==> src/dhspc_pkg.sv <==
package dhspc_pkg;
    localparam int NUM_DRIVES = 2;
    localparam int CLK_HZ = 50000000;
    // over-current blanking each time a rail is enabled, including after a retry
    localparam int BLANK_NS = 640;
    localparam int BLANK_CYC = (BLANK_NS * (CLK_HZ / 1000000) + 999) / 1000;
    // retry interval and start stagger, one third of a second
    localparam int RETRY_DEN = 3;
    localparam int RETRY_CYC = CLK_HZ / RETRY_DEN;
    // five volt domain reset hold
    localparam int RST_HOLD_MS = 150;
    localparam int RST_HOLD_CYC = RST_HOLD_MS * (CLK_HZ / 1000);
    localparam int CNT_W = 24;
    // led blink divider: half period in cycles
    localparam int BLINK_HALF_CYC = CLK_HZ / 4;
    // management bus address range
    localparam logic [6:0] MGMT_ADDR_LO = 7'h10;
    localparam logic [6:0] MGMT_ADDR_HI = 7'h1F;
    localparam logic [7:0] FRU_ADDR = 8'hA0;
    localparam logic [18:0] BOOT_BLOCK_BASE = 19'h70000;
    localparam logic [1:0] LED_OFF = 2'h0;
    localparam logic [1:0] LED_GREEN = 2'h1;
    localparam logic [1:0] LED_YELLOW = 2'h2;
    localparam logic [1:0] LED_RED = 2'h3;
    typedef enum logic [1:0] {
        RAIL_OFF = 2'h0,
        RAIL_BLANK = 2'h1,
        RAIL_ON = 2'h2,
        RAIL_WAIT = 2'h3
    } dhspc_rail_t;
endpackage

==> src/dhspc_rail.sv <==
`timescale 1ns/1ns
module dhspc_rail
    import dhspc_pkg::*;
#(
    parameter int RETRY_CYCLES = RETRY_CYC
) (
    input wire logic ref_clk, // system clock
    input wire logic reset, // sync reset
    input wire logic start, // one-cycle start request
    input wire logic stop, // power-off command
    input wire logic overCurrent, // over-current sense
    output logic railEn, // switch enable
    output logic faulted // rail in retry cycle
);
    dhspc_rail_t state_ff;
    logic [CNT_W-1:0] cnt_ff;

    always_ff @(posedge ref_clk) begin
        if (reset) begin
            state_ff <= RAIL_OFF;
            cnt_ff <= '0;
        end else if (stop) begin
            state_ff <= RAIL_OFF;
            cnt_ff <= '0;
        end else begin
            unique case (state_ff)
                RAIL_OFF: begin
                    if (start) begin
                        state_ff <= RAIL_BLANK;
                        cnt_ff <= '0;
                    end
                end
                RAIL_BLANK: begin
                    // over-current ignored here
                    if (cnt_ff == CNT_W'(BLANK_CYC - 1)) begin
                        state_ff <= RAIL_ON;
                    end else begin
                        cnt_ff <= cnt_ff + 1'b1;
                    end
                end
                RAIL_ON: begin
                    if (overCurrent) begin
                        state_ff <= RAIL_WAIT;
                        cnt_ff <= '0;
                    end
                end
                RAIL_WAIT: begin
                    if (cnt_ff == CNT_W'(RETRY_CYCLES - 1)) begin
                        state_ff <= RAIL_BLANK;
                        cnt_ff <= '0;
                    end else begin
                        cnt_ff <= cnt_ff + 1'b1;
                    end
                end
            endcase
        end
    end

    assign railEn = (state_ff == RAIL_BLANK) || (state_ff == RAIL_ON);
    assign faulted = (state_ff == RAIL_WAIT);

    a_blank_ignores_oc: assert property (@(posedge ref_clk) disable iff (reset)
        state_ff == RAIL_BLANK && !stop |=> railEn)
        else $error("rail dropped during blanking");
    a_oc_trips_rail: assert property (@(posedge ref_clk) disable iff (reset)
        state_ff == RAIL_ON && overCurrent && !stop |=> !railEn)
        else $error("over-current did not open rail");
    a_stop_opens: assert property (@(posedge ref_clk) disable iff (reset)
        stop |=> !railEn)
        else $error("stop left rail on");
    c_retry: cover property (@(posedge ref_clk) disable iff (reset)
        state_ff == RAIL_WAIT ##1 state_ff == RAIL_BLANK);
endmodule

==> src/dhspc_top.sv <==
`timescale 1ns/1ns
// Contract
// - each drive's 12 V and 5 V rails switch independently.
// - insertion reported to system; power applied only on system command.
// - power-down command removes both rails of the drive.
// - presence comes from the connector interlock and is reported.
// - over-current on a rail turns off only that rail.
// - tripped rail retries each interval until fault clears or power off.
// - over-current ignored during blanking after rail enable.
// - drives never start together; next start one interval after previous.
// - five volt good only while 5 V rail within tolerance.
// - twelve volt good while 12 V rail above nominal less five percent.
// - drive supply good is AND of five and twelve volt good.
// - controller isolated from management bus until system power good.
// - controller reset only at power-up; five_volt_domain_reset_n also reasserts whenever 5 V leaves tolerance.
// - bi-colour led per drive: green activity, yellow or red fault.
// - drive status reported to server and enclosure management.
// - requests from either bus drive led and power controls.
// - controller answers management bus addresses in fixed range.
// - fru eeprom only on private local bus at fixed address.
// - boot block in top block protected; rest rewritable.
// - controller runs from a single fixed clock.
// - five volt domain reset held low after 5 V returns good.
module dhspc_top
    import dhspc_pkg::*;
#(
    parameter int RETRY_CYCLES = RETRY_CYC,
    parameter int RST_CYCLES = RST_HOLD_CYC,
    parameter int BLINK_CYCLES = BLINK_HALF_CYC
) (
    input wire logic ref_clk, // 50 MHz single clock
    input wire logic reset, // sync reset, power-up only
    input wire logic [NUM_DRIVES-1:0] interlockMated, // connector interlock closed
    input wire logic [NUM_DRIVES-1:0] cmdPowerOn, // system power-on request pulse
    input wire logic [NUM_DRIVES-1:0] cmdPowerOff, // system power-off request pulse
    input wire logic [NUM_DRIVES-1:0] oc12, // 12 V over-current sense
    input wire logic [NUM_DRIVES-1:0] oc5, // 5 V over-current sense
    input wire logic [NUM_DRIVES-1:0] driveActive, // drive activity
    input wire logic [NUM_DRIVES-1:0] faultBlink, // blink fault colour
    input wire logic [NUM_DRIVES-1:0] faultRed, // red rather than yellow
    input wire logic [NUM_DRIVES-1:0] faultReq, // fault from management
    input wire logic fiveInTol, // 5 V comparator within +/-5%
    input wire logic twelveAboveMin, // 12 V comparator above -5%
    input wire logic system_power_good, // system supply good
    input wire logic [6:0] mgmtAddrStrap, // management bus address strap
    input wire logic [18:0] flashWrAddr, // requested flash write address
    input wire logic flashWrReq, // flash write request from management bus
    input wire logic bootUnlock, // boot block unprotect
    output logic [NUM_DRIVES-1:0] en12, // 12 V switch enable
    output logic [NUM_DRIVES-1:0] en5, // 5 V switch enable
    output logic [NUM_DRIVES-1:0] present, // drive presence
    output logic [NUM_DRIVES-1:0] insertEvent, // insertion notify pulse
    output logic [NUM_DRIVES-1:0] railFault, // rail in retry
    output logic [2*NUM_DRIVES-1:0] ledColour, // 2 bits per drive
    output logic drive_supply_good, // 5 V and 12 V good
    output logic board_power_good, // 5 V good and system good
    output logic five_volt_domain_reset_n, // controller domain reset
    output logic mgmtBusConnect, // management bus isolator enable
    output logic [6:0] mgmtAddr, // answering address
    output logic mgmtAddrOk, // address within range
    output logic [7:0] fruAddr, // local bus fru address
    output logic flashWrEn // flash write permitted
);
    logic [NUM_DRIVES-1:0] present_ff;
    logic [NUM_DRIVES-1:0] insert_ff;
    logic [NUM_DRIVES-1:0] pending_ff;
    logic [NUM_DRIVES-1:0] powered_ff;
    logic [NUM_DRIVES-1:0] startPulse;
    logic [CNT_W-1:0] stagger_ff;
    logic staggerBusy;
    logic [CNT_W-1:0] rstCnt_ff;
    logic rstN_ff;
    logic good_ff;
    logic boardGood_ff;
    logic connect_ff;
    logic [CNT_W-1:0] blinkCnt_ff;
    logic blink_ff;
    logic [2*NUM_DRIVES-1:0] led_ff;
    logic [6:0] addr_ff;
    logic addrOk_ff;
    logic flashEn_ff;
    logic [NUM_DRIVES-1:0] f12;
    logic [NUM_DRIVES-1:0] f5;
    logic [CNT_W-1:0] sinceStart_ff;
    logic startSeen_ff;

    // presence and insertion notify
    always_ff @(posedge ref_clk) begin
        if (reset) begin
            present_ff <= '0;
            insert_ff <= '0;
        end else begin
            present_ff <= interlockMated;
            insert_ff <= interlockMated & ~present_ff;
        end
    end

    // powered/pending bookkeeping; power-on only on command
    always_ff @(posedge ref_clk) begin
        if (reset) begin
            pending_ff <= '0;
            powered_ff <= '0;
        end else begin
            for (int i = 0; i < NUM_DRIVES; i++) begin
                if (cmdPowerOff[i] || !present_ff[i]) begin
                    pending_ff[i] <= 1'b0;
                    powered_ff[i] <= 1'b0;
                end else if (startPulse[i]) begin
                    pending_ff[i] <= 1'b0;
                    powered_ff[i] <= 1'b1;
                end else if (cmdPowerOn[i] && !powered_ff[i]) begin
                    pending_ff[i] <= 1'b1;
                end
            end
        end
    end

    // stagger: one start at a time, lowest index first
    assign staggerBusy = (stagger_ff != '0);
    always_comb begin
        startPulse = '0;
        if (!staggerBusy) begin
            for (int i = NUM_DRIVES - 1; i >= 0; i--) begin
                if (pending_ff[i] && !cmdPowerOff[i] && present_ff[i]) begin
                    startPulse = '0;
                    startPulse[i] = 1'b1;
                end
            end
        end
    end

    always_ff @(posedge ref_clk) begin
        if (reset) begin
            stagger_ff <= '0;
        end else if (startPulse != '0) begin
            stagger_ff <= CNT_W'(RETRY_CYCLES - 1);
        end else if (staggerBusy) begin
            stagger_ff <= stagger_ff - 1'b1;
        end
    end

    // cycles since the last drive start, saturating; lets the full gap be checked
    always_ff @(posedge ref_clk) begin
        if (reset) begin
            sinceStart_ff <= '0;
            startSeen_ff <= 1'b0;
        end else if (startPulse != '0) begin
            sinceStart_ff <= '0;
            startSeen_ff <= 1'b1;
        end else if (sinceStart_ff != '1) begin
            sinceStart_ff <= sinceStart_ff + 1'b1;
        end
    end

    // per drive, per rail switch control
    genvar g;
    generate
        for (g = 0; g < NUM_DRIVES; g++) begin : gRail
            logic stopReq;
            assign stopReq = cmdPowerOff[g] || !present_ff[g];
            dhspc_rail #(.RETRY_CYCLES(RETRY_CYCLES)) uR12 (
                .ref_clk(ref_clk),
                .reset(reset),
                .start(startPulse[g]),
                .stop(stopReq),
                .overCurrent(oc12[g]),
                .railEn(en12[g]),
                .faulted(f12[g])
            );
            dhspc_rail #(.RETRY_CYCLES(RETRY_CYCLES)) uR5 (
                .ref_clk(ref_clk),
                .reset(reset),
                .start(startPulse[g]),
                .stop(stopReq),
                .overCurrent(oc5[g]),
                .railEn(en5[g]),
                .faulted(f5[g])
            );
        end
    endgenerate

    // supply good combining
    always_ff @(posedge ref_clk) begin
        if (reset) begin
            good_ff <= 1'b0;
            boardGood_ff <= 1'b0;
        end else begin
            good_ff <= fiveInTol && twelveAboveMin;
            boardGood_ff <= fiveInTol && system_power_good;
        end
    end

    // five volt domain reset hold, restarted whenever 5 V leaves tolerance
    always_ff @(posedge ref_clk) begin
        if (reset || !fiveInTol) begin
            rstCnt_ff <= '0;
            rstN_ff <= 1'b0;
        end else if (rstCnt_ff == CNT_W'(RST_CYCLES - 1)) begin
            rstN_ff <= 1'b1;
        end else begin
            rstCnt_ff <= rstCnt_ff + 1'b1;
        end
    end

    // bus isolation
    always_ff @(posedge ref_clk) begin
        if (reset) begin
            connect_ff <= 1'b0;
        end else begin
            connect_ff <= system_power_good;
        end
    end

    // addresses and flash protection
    always_ff @(posedge ref_clk) begin
        if (reset) begin
            addr_ff <= MGMT_ADDR_LO;
            addrOk_ff <= 1'b0;
            flashEn_ff <= 1'b0;
        end else begin
            addr_ff <= mgmtAddrStrap;
            addrOk_ff <= (mgmtAddrStrap >= MGMT_ADDR_LO)
                && (mgmtAddrStrap <= MGMT_ADDR_HI);
            flashEn_ff <= flashWrReq && connect_ff
                && ((flashWrAddr < BOOT_BLOCK_BASE) || bootUnlock);
        end
    end

    // blink divider
    always_ff @(posedge ref_clk) begin
        if (reset) begin
            blinkCnt_ff <= '0;
            blink_ff <= 1'b0;
        end else if (blinkCnt_ff == CNT_W'(BLINK_CYCLES - 1)) begin
            blinkCnt_ff <= '0;
            blink_ff <= ~blink_ff;
        end else begin
            blinkCnt_ff <= blinkCnt_ff + 1'b1;
        end
    end

    // led colour: fault wins over activity
    always_ff @(posedge ref_clk) begin
        if (reset) begin
            led_ff <= '0;
        end else begin
            for (int i = 0; i < NUM_DRIVES; i++) begin
                if (faultReq[i] || f12[i] || f5[i]) begin
                    led_ff[2*i +: 2] <= (faultBlink[i] && !blink_ff) ? LED_OFF
                        : (faultRed[i] ? LED_RED : LED_YELLOW);
                end else if (driveActive[i] && present_ff[i]) begin
                    led_ff[2*i +: 2] <= LED_GREEN;
                end else begin
                    led_ff[2*i +: 2] <= LED_OFF;
                end
            end
        end
    end

    assign present = present_ff;
    assign insertEvent = insert_ff;
    assign railFault = f12 | f5;
    assign ledColour = led_ff;
    assign drive_supply_good = good_ff;
    assign board_power_good = boardGood_ff;
    assign five_volt_domain_reset_n = rstN_ff;
    assign mgmtBusConnect = connect_ff;
    assign mgmtAddr = addr_ff;
    assign mgmtAddrOk = addrOk_ff;
    assign fruAddr = FRU_ADDR;
    assign flashWrEn = flashEn_ff;

    a_no_dual_start: assert property (@(posedge ref_clk) disable iff (reset)
        $onehot0(startPulse))
        else $error("two drives started together");
    a_stagger_gap: assert property (@(posedge ref_clk) disable iff (reset)
        startPulse != '0 |=> startPulse == '0 [*8])
        else $error("start too soon after previous");
    a_stagger_full: assert property (@(posedge ref_clk) disable iff (reset)
        startPulse != '0 && startSeen_ff |-> sinceStart_ff >= CNT_W'(RETRY_CYCLES - 1))
        else $error("start inside the stagger interval");
    a_good_and: assert property (@(posedge ref_clk) disable iff (reset)
        drive_supply_good == $past(fiveInTol && twelveAboveMin))
        else $error("supply good not the AND");
    a_good_low: assert property (@(posedge ref_clk) disable iff (reset)
        !$past(fiveInTol) |-> !drive_supply_good && !board_power_good)
        else $error("supply good with 5 V out of tolerance");
    a_bus_isolate: assert property (@(posedge ref_clk) disable iff (reset)
        !$past(system_power_good) |-> !mgmtBusConnect)
        else $error("bus connected without power good");
    a_reset_low_tol: assert property (@(posedge ref_clk) disable iff (reset)
        !fiveInTol |=> !five_volt_domain_reset_n)
        else $error("domain reset released out of tolerance");
    a_rst_hold_min: assert property (@(posedge ref_clk) disable iff (reset)
        !fiveInTol |=> !five_volt_domain_reset_n [*8])
        else $error("domain reset released too early");
    a_power_needs_cmd: assert property (@(posedge ref_clk) disable iff (reset)
        startPulse[0] |-> pending_ff[0])
        else $error("drive powered without command");
    a_off_both_rails: assert property (@(posedge ref_clk) disable iff (reset)
        cmdPowerOff[1] |=> !en12[1] && !en5[1])
        else $error("power off left a rail on");
    a_insert_notify: assert property (@(posedge ref_clk) disable iff (reset)
        $rose(present_ff[0]) |-> insertEvent[0])
        else $error("insertion not reported");
    a_present_follow: assert property (@(posedge ref_clk) disable iff (reset)
        present == $past(interlockMated))
        else $error("presence does not follow interlock");
    a_addr_range: assert property (@(posedge ref_clk) disable iff (reset)
        mgmtAddrOk |-> mgmtAddr >= MGMT_ADDR_LO && mgmtAddr <= MGMT_ADDR_HI)
        else $error("address accepted outside range");
    a_flash_protect: assert property (@(posedge ref_clk) disable iff (reset)
        flashWrEn |-> $past(flashWrAddr) < BOOT_BLOCK_BASE || $past(bootUnlock))
        else $error("write allowed into boot block");

    // per drive led, removal and notify checks
    genvar h;
    generate
        for (h = 0; h < NUM_DRIVES; h++) begin : gChk
            a_led_fault: assert property (@(posedge ref_clk) disable iff (reset)
                (faultReq[h] || f12[h] || f5[h]) && !faultBlink[h]
                |=> ledColour[2*h +: 2] == LED_YELLOW || ledColour[2*h +: 2] == LED_RED)
                else $error("fault colour missing");
            a_led_active: assert property (@(posedge ref_clk) disable iff (reset)
                driveActive[h] && present_ff[h] && !faultReq[h] && !f12[h] && !f5[h]
                |=> ledColour[2*h +: 2] == LED_GREEN)
                else $error("activity colour missing");
            a_absent_off: assert property (@(posedge ref_clk) disable iff (reset)
                !present_ff[h] |=> !en12[h] && !en5[h])
                else $error("absent drive left powered");
            a_insert_pulse: assert property (@(posedge ref_clk) disable iff (reset)
                insertEvent[h] |=> !insertEvent[h])
                else $error("insertion notify longer than one cycle");
        end
    endgenerate

    c_both_pending: cover property (@(posedge ref_clk) disable iff (reset)
        pending_ff == '1);
    c_drive_on: cover property (@(posedge ref_clk) disable iff (reset)
        en12[0] && en5[0]);
    c_reset_release: cover property (@(posedge ref_clk) disable iff (reset)
        $rose(five_volt_domain_reset_n));
    c_stagger: cover property (@(posedge ref_clk) disable iff (reset)
        startPulse[0] ##[1:60] startPulse[1]);
endmodule

==> config.mk <==
export PLATFORM = sky130hd
export DESIGN_NAME = dhspc_top
export DESIGN_NICKNAME = d
export VERILOG_FILES = /design/src/dhspc_pkg.sv /design/src/dhspc_rail.sv /design/src/dhspc_top.sv
export SDC_FILE = /design/constraint.sdc
export NUM_CORES = 1
export LEC_CHECK = 0
export ABC_CLOCK_PERIOD_IN_PS = 2550
export BUFFER_PORTS_ARGS = -buffer_cell sky130_fd_sc_hd__clkbuf_2
export CORE_MARGIN = 3
export CORE_UTILIZATION = 45
export CTS_BUF_LIST = sky130_fd_sc_hd__clkbuf_16
export DETAILED_ROUTE_END_ITERATION = 10
export PLACE_DENSITY = 0.71
export SETUP_SLACK_MARGIN = 0.3
export SLEW_MARGIN = 20
export SYNTH_ARGS = -nofsm -noshare
export SYNTH_HDL_FRONTEND = slang
export SYNTH_SLANG_ARGS = --single-unit
==> constraint.sdc <==
create_clock -name ref_clk -period 2.55 [get_ports ref_clk]
set_clock_uncertainty 0.05 [all_clocks]
set_input_delay 0.1275 -clock ref_clk [delete_from_list [all_inputs] [get_ports ref_clk]]
set_output_delay 0.1275 -clock ref_clk [all_outputs]
set_load 0.05 [all_outputs]
==> impl_summary.md <==
Detailed routing
The via density per instance is 5.639. The detail route stage leaves a number of antenna-violating nets equal to 0. In the routed design, unresolved DRC markers number 0.

In the final routed layout, each cell accounts on average for 16.45 um. The total detailed-routing wirelength is 27,380 um. The total via count in the routed design is 9,383. In this run, the number of DRC markers left after iteration 0 of detailed routing was 585.

Before antenna repair, the detailed router went through 5 iterations.

Synth
Counting instances in the post-synthesis netlist gives the leading cell types as sky130_fd_sc_hd__dfxtp_1, sky130_fd_sc_hd__nor2_1, sky130_fd_sc_hd__nand3_1. The most common cell in the synthesized netlist is sky130_fd_sc_hd__dfxtp_1. During synthesis, Yosys emitted a total of 0 warnings.

The count of mapped cells out of synthesis is 1,191. After synthesis, the cell types taking the most area are sky130_fd_sc_hd__dfxtp_1, sky130_fd_sc_hd__nor2_1, sky130_fd_sc_hd__xnor2_1, sky130_fd_sc_hd__xor2_1, sky130_fd_sc_hd__ha_1. The register bit count reported by yosys is 202. The post-synthesis async set-or-reset flop share is 0.

For this run, the register share of the synthesized area comes to 0.4020. In this run the cell area of the synthesized design comes to 10,060 um2. The number of synthesized flops with an enable pin is 0. The post-synthesis cell type with the largest combined area is sky130_fd_sc_hd__dfxtp_1. The share of synthesized area in the top cell type comes to 0.4020.

A synthesized cell averages 8.446 um2. The most used flip-flop cell after synthesis is sky130_fd_sc_hd__dfxtp_1. The netlist uses 59 different library cells.

Cells and area
At the end of the flow, the number of nets in the layout was 1,453. 0 antenna diodes ended up in the layout. The combined area of the multi-input logic cells is 6794 um2.

The total of fill cells in the finished design is 1,724. Of the cells placed in the final design, the portion with a size suffix greater than 1 is 0.2767. Compared with the post-synthesis result, the final layout area differs by 37.28%. Summing all flip-flop and latch instances after layout gives 4049 um2.

Flow run
Across the run, the number of max-cap violations was 0.

Worst hold path
In this run the worst hold path is classified as input port to register. The startpoint of the tightest hold check path is cmdPowerOff[0].

Clock network
The clock sink count is 202. The clock tree from TritonCTS is done. The clock root buffer master is sky130_fd_sc_hd__clkbuf_16. Clock tree synthesis inserted a total of 23 buffers. The H-tree depth is 1. The deepest clock path buffer count is 3. For the worst-skew pair, the clock arrives at the later sink with an insertion delay of 0.51 ns. The clock edge transition at the registers on the reported setup and hold paths is 0.06 ns.

Place
The number of buffer cells added on primary ports is 61. Detailed placement ended at an HPWL of 16,060 um. Prior to clock tree synthesis, the placed netlist has a worst setup slack of -0.005182 ns. The last weighted congestion value of the routability-driven placer is 0.8772.

GRT
For this run, the total global-route usage over all layers was measured as 0.2034. After global routing, the most crowded layer is met2. The pin count of the biggest net entering global routing is 25. The total congestion overflow is 0. For this run, global-route usage on met3 was measured as 0.03338.

For met1 alone, demand over resource in global routing was 0.2648. The number of global-route vias before repair is 8,714. The initial antenna violation count came to 0. The global-route wire length before repair is 42,060 um. For this run, global-route usage on met2 was measured as 0.3454.

Floorplan
The site row count is 54. The top-level port count is 86. The die area is 24,180 um2. The core outline area is 21,890 um2. For this configuration, the core starts out at a cell density of 0.4595. Measured along the x axis, the die boundary spans 155.5 um.

The die extent in y is 155.5 um.

Outcome
The checks that failed: setup timing. The run finished, with violations left.

Critical path
The kind of capture point of the worst setup path is a register. The startpoint identified for the worst register-to-register timing path is stagger_ff[15]$_SDFFE_PP0P_. The setup path with the least slack is of type register to register.

The required time of the critical path is 2.90 ns. The data arrival time of the critical path is 2.98 ns. The sort of element at the start of the critical path is a register. In this run the worst setup path begins at stagger_ff[15]$_SDFFE_PP0P_. Along the worst path, the maximum fanout reaches 5.

STA
The final period demand of the worst path is 2.630 ns. After layout, the worst setup slack is -0.08037 ns. The part of the cycle the worst path needs is 1.032.

For the pin with the worst max-slew slack, the measured transition is 0.9241 ns. Setup violations remaining at the end of the flow were counted as 3. The final count of pins violating max slew is 0. Setup repair after global routing could not meet its margin everywhere. Static timing analysis puts the maximum clock frequency at 380.2 MHz. The worst relative slew slack is 0.3827.

The number of hold violations in the final report is 0.

Power
Power comes to 9.610 mW. The power density over the cells is 695.9 nW/um2. In this run the static leakage power is 4.856 nW.

The highest ir drop seen on vdd is 0.0005371 V.
[stage by stage]
step           cell area [um2]  setup TNS, ns  cells  utilization  hold slack (ns)
4_1_cts                  12950              0   1648       0.5916          0.07156
3_3_place_gp             11290              0   1551       0.5156           0.2585
6_report                 13810        -0.1196   1664       0.6308          0.09025
2_1_floorplan            10410        -0.8702   1197            -           0.1492
3_5_place_dp             11290      -0.006863   1551       0.5156           0.2585
5_1_grt                  13810         -3.385   1664       0.6308           0.1069
[layout by cell type, fill, tap and decap left out, types with 8 or more instances in the layout]
master / netlist / routed
sky130_fd_sc_hd__nand2b_1: 9 / 9
sky130_fd_sc_hd__nor2_2: 0 / 21
sky130_fd_sc_hd__and4_1: 14 / 14
sky130_fd_sc_hd__xor2_1: 64 / 60
sky130_fd_sc_hd__nand3_1: 78 / 74
sky130_fd_sc_hd__nor2_1: 179 / 137
sky130_fd_sc_hd__ha_1: 32 / 30
sky130_fd_sc_hd__nor4_1: 32 / 22
sky130_fd_sc_hd__xnor2_1: 69 / 62
sky130_fd_sc_hd__o21ai_0: 25 / 20
sky130_fd_sc_hd__and3_1: 15 / 15
sky130_fd_sc_hd__buf_6: 4 / 31
sky130_fd_sc_hd__buf_4: 12 / 67
sky130_fd_sc_hd__nor4_4: 0 / 13
sky130_fd_sc_hd__nor3_1: 57 / 27
sky130_fd_sc_hd__nor3_4: 0 / 27
sky130_fd_sc_hd__conb_1: 2 / 8
sky130_fd_sc_hd__buf_12: 0 / 9
sky130_fd_sc_hd__dfxtp_1: 202 / 198
sky130_fd_sc_hd__clkbuf_16: 0 / 25
sky130_fd_sc_hd__nand2_1: 73 / 66
sky130_fd_sc_hd__inv_1: 28 / 29
sky130_fd_sc_hd__nand4b_1: 11 / 11
sky130_fd_sc_hd__nor2b_1: 25 / 25
sky130_fd_sc_hd__a21oi_1: 38 / 27
sky130_fd_sc_hd__a21oi_2: 0 / 11
sky130_fd_sc_hd__clkbuf_2: 0 / 61
sky130_fd_sc_hd__dlygate4sd3_1: 0 / 27
sky130_fd_sc_hd__nor2_4: 0 / 21
sky130_fd_sc_hd__nand4_1: 59 / 59
sky130_fd_sc_hd__or3_1: 22 / 19
[final cells by class]
class | instances | share of cell area
Clock buffer | 23 | 0.04168
Clock inverter | 16 | 0.01087
Inverter | 28 | 0.007611
Multi-Input combinational cell | 912 | 0.4920
Sequential cell | 202 | 0.2932
Tap cell | 280 | 0.02537
Timing Repair Buffer | 203 | 0.1293
[worst max-delay path, stage by stage, from the launching register on]
cell,delay (ns)
sky130_fd_sc_hd__dfxtp_2,0.32
sky130_fd_sc_hd__or4_4,0.54
sky130_fd_sc_hd__or4_4,0.49
sky130_fd_sc_hd__o31a_1,0.34
sky130_fd_sc_hd__or4b_1,0.53
sky130_fd_sc_hd__xor2_1,0.20
sky130_fd_sc_hd__nor2_1,0.06
[power by group]
| part | leakage, nW | switching (mW) | internal (mW) |
|---|---|---|---|
| Combinational | 2.86 | 1.50 | 1.31 |
| Clock | 0.364 | 1.33 | 1.93 |
| Sequential | 1.64 | 0.188 | 3.36 |
[cell families (layout without fill, tap and decap cells)]
group           count (synthesis)  count (layout)  share of synthesized area
simple gates                  637             638                     0.3391
compound gates                 99              99                    0.06107
fa+ha+maj                      32              32                    0.03980
xor+xnor                      133             133                     0.1158
other cells                     2               8                  0.0007465
flops                         202             202                     0.4020
mux                             2               2                   0.001990
buf+inv                        84             270                    0.03955
[metal layers]
metal	up-vias	wire length, um
met4	0	877
met2	311	13610
li1	4542	-
met5	-	0
met3	72	1588
met1	4458	11300
[flip-flops by register name, summed over array words and instances, names as in the netlist, 2 cells and up]
name / count
powered_ff: 2
pending_ff: 2
gRail.uR12.state_ff: 4
gRail.uR12.cnt_ff: 48
gRail.uR5.cnt_ff: 48
rstCnt_ff: 24
mgmtAddr: 7
gRail.uR5.state_ff: 4
stagger_ff: 24
present: 2
blinkCnt_ff: 24
ledColour: 4
insertEvent: 2
[path summary, 6_finish.rpt]
| check | endpoint | depth (start not counted) | slack (ns) |
|---|---|---|---|
| setup reg to reg | gRail[1].uR12.cnt_ff[16]$_SDFFE_PP0P_ | 6 | -0.08 |
| hold / removal | gRail[0].uR12.state_ff[1]$_SDFFE_PP0P_ | 5 | 0.09 |
| setup / recovery | gRail[1].uR12.cnt_ff[16]$_SDFFE_PP0P_ | 6 | -0.08 |
| hold reg to reg | blinkCnt_ff[0]$_SDFF_PP0_ | 1 | 0.41 |
[repair_timing]
item	in CTS	in global routing
setup buffers	24	12
cloned	7	4
hold buffers	27	0
gates resized for setup	73	158
setup endpoints to repair	129	132
endpoints found under the hold margin	23	0
pin swaps	31	61
(Power assumes the default switching activity.)
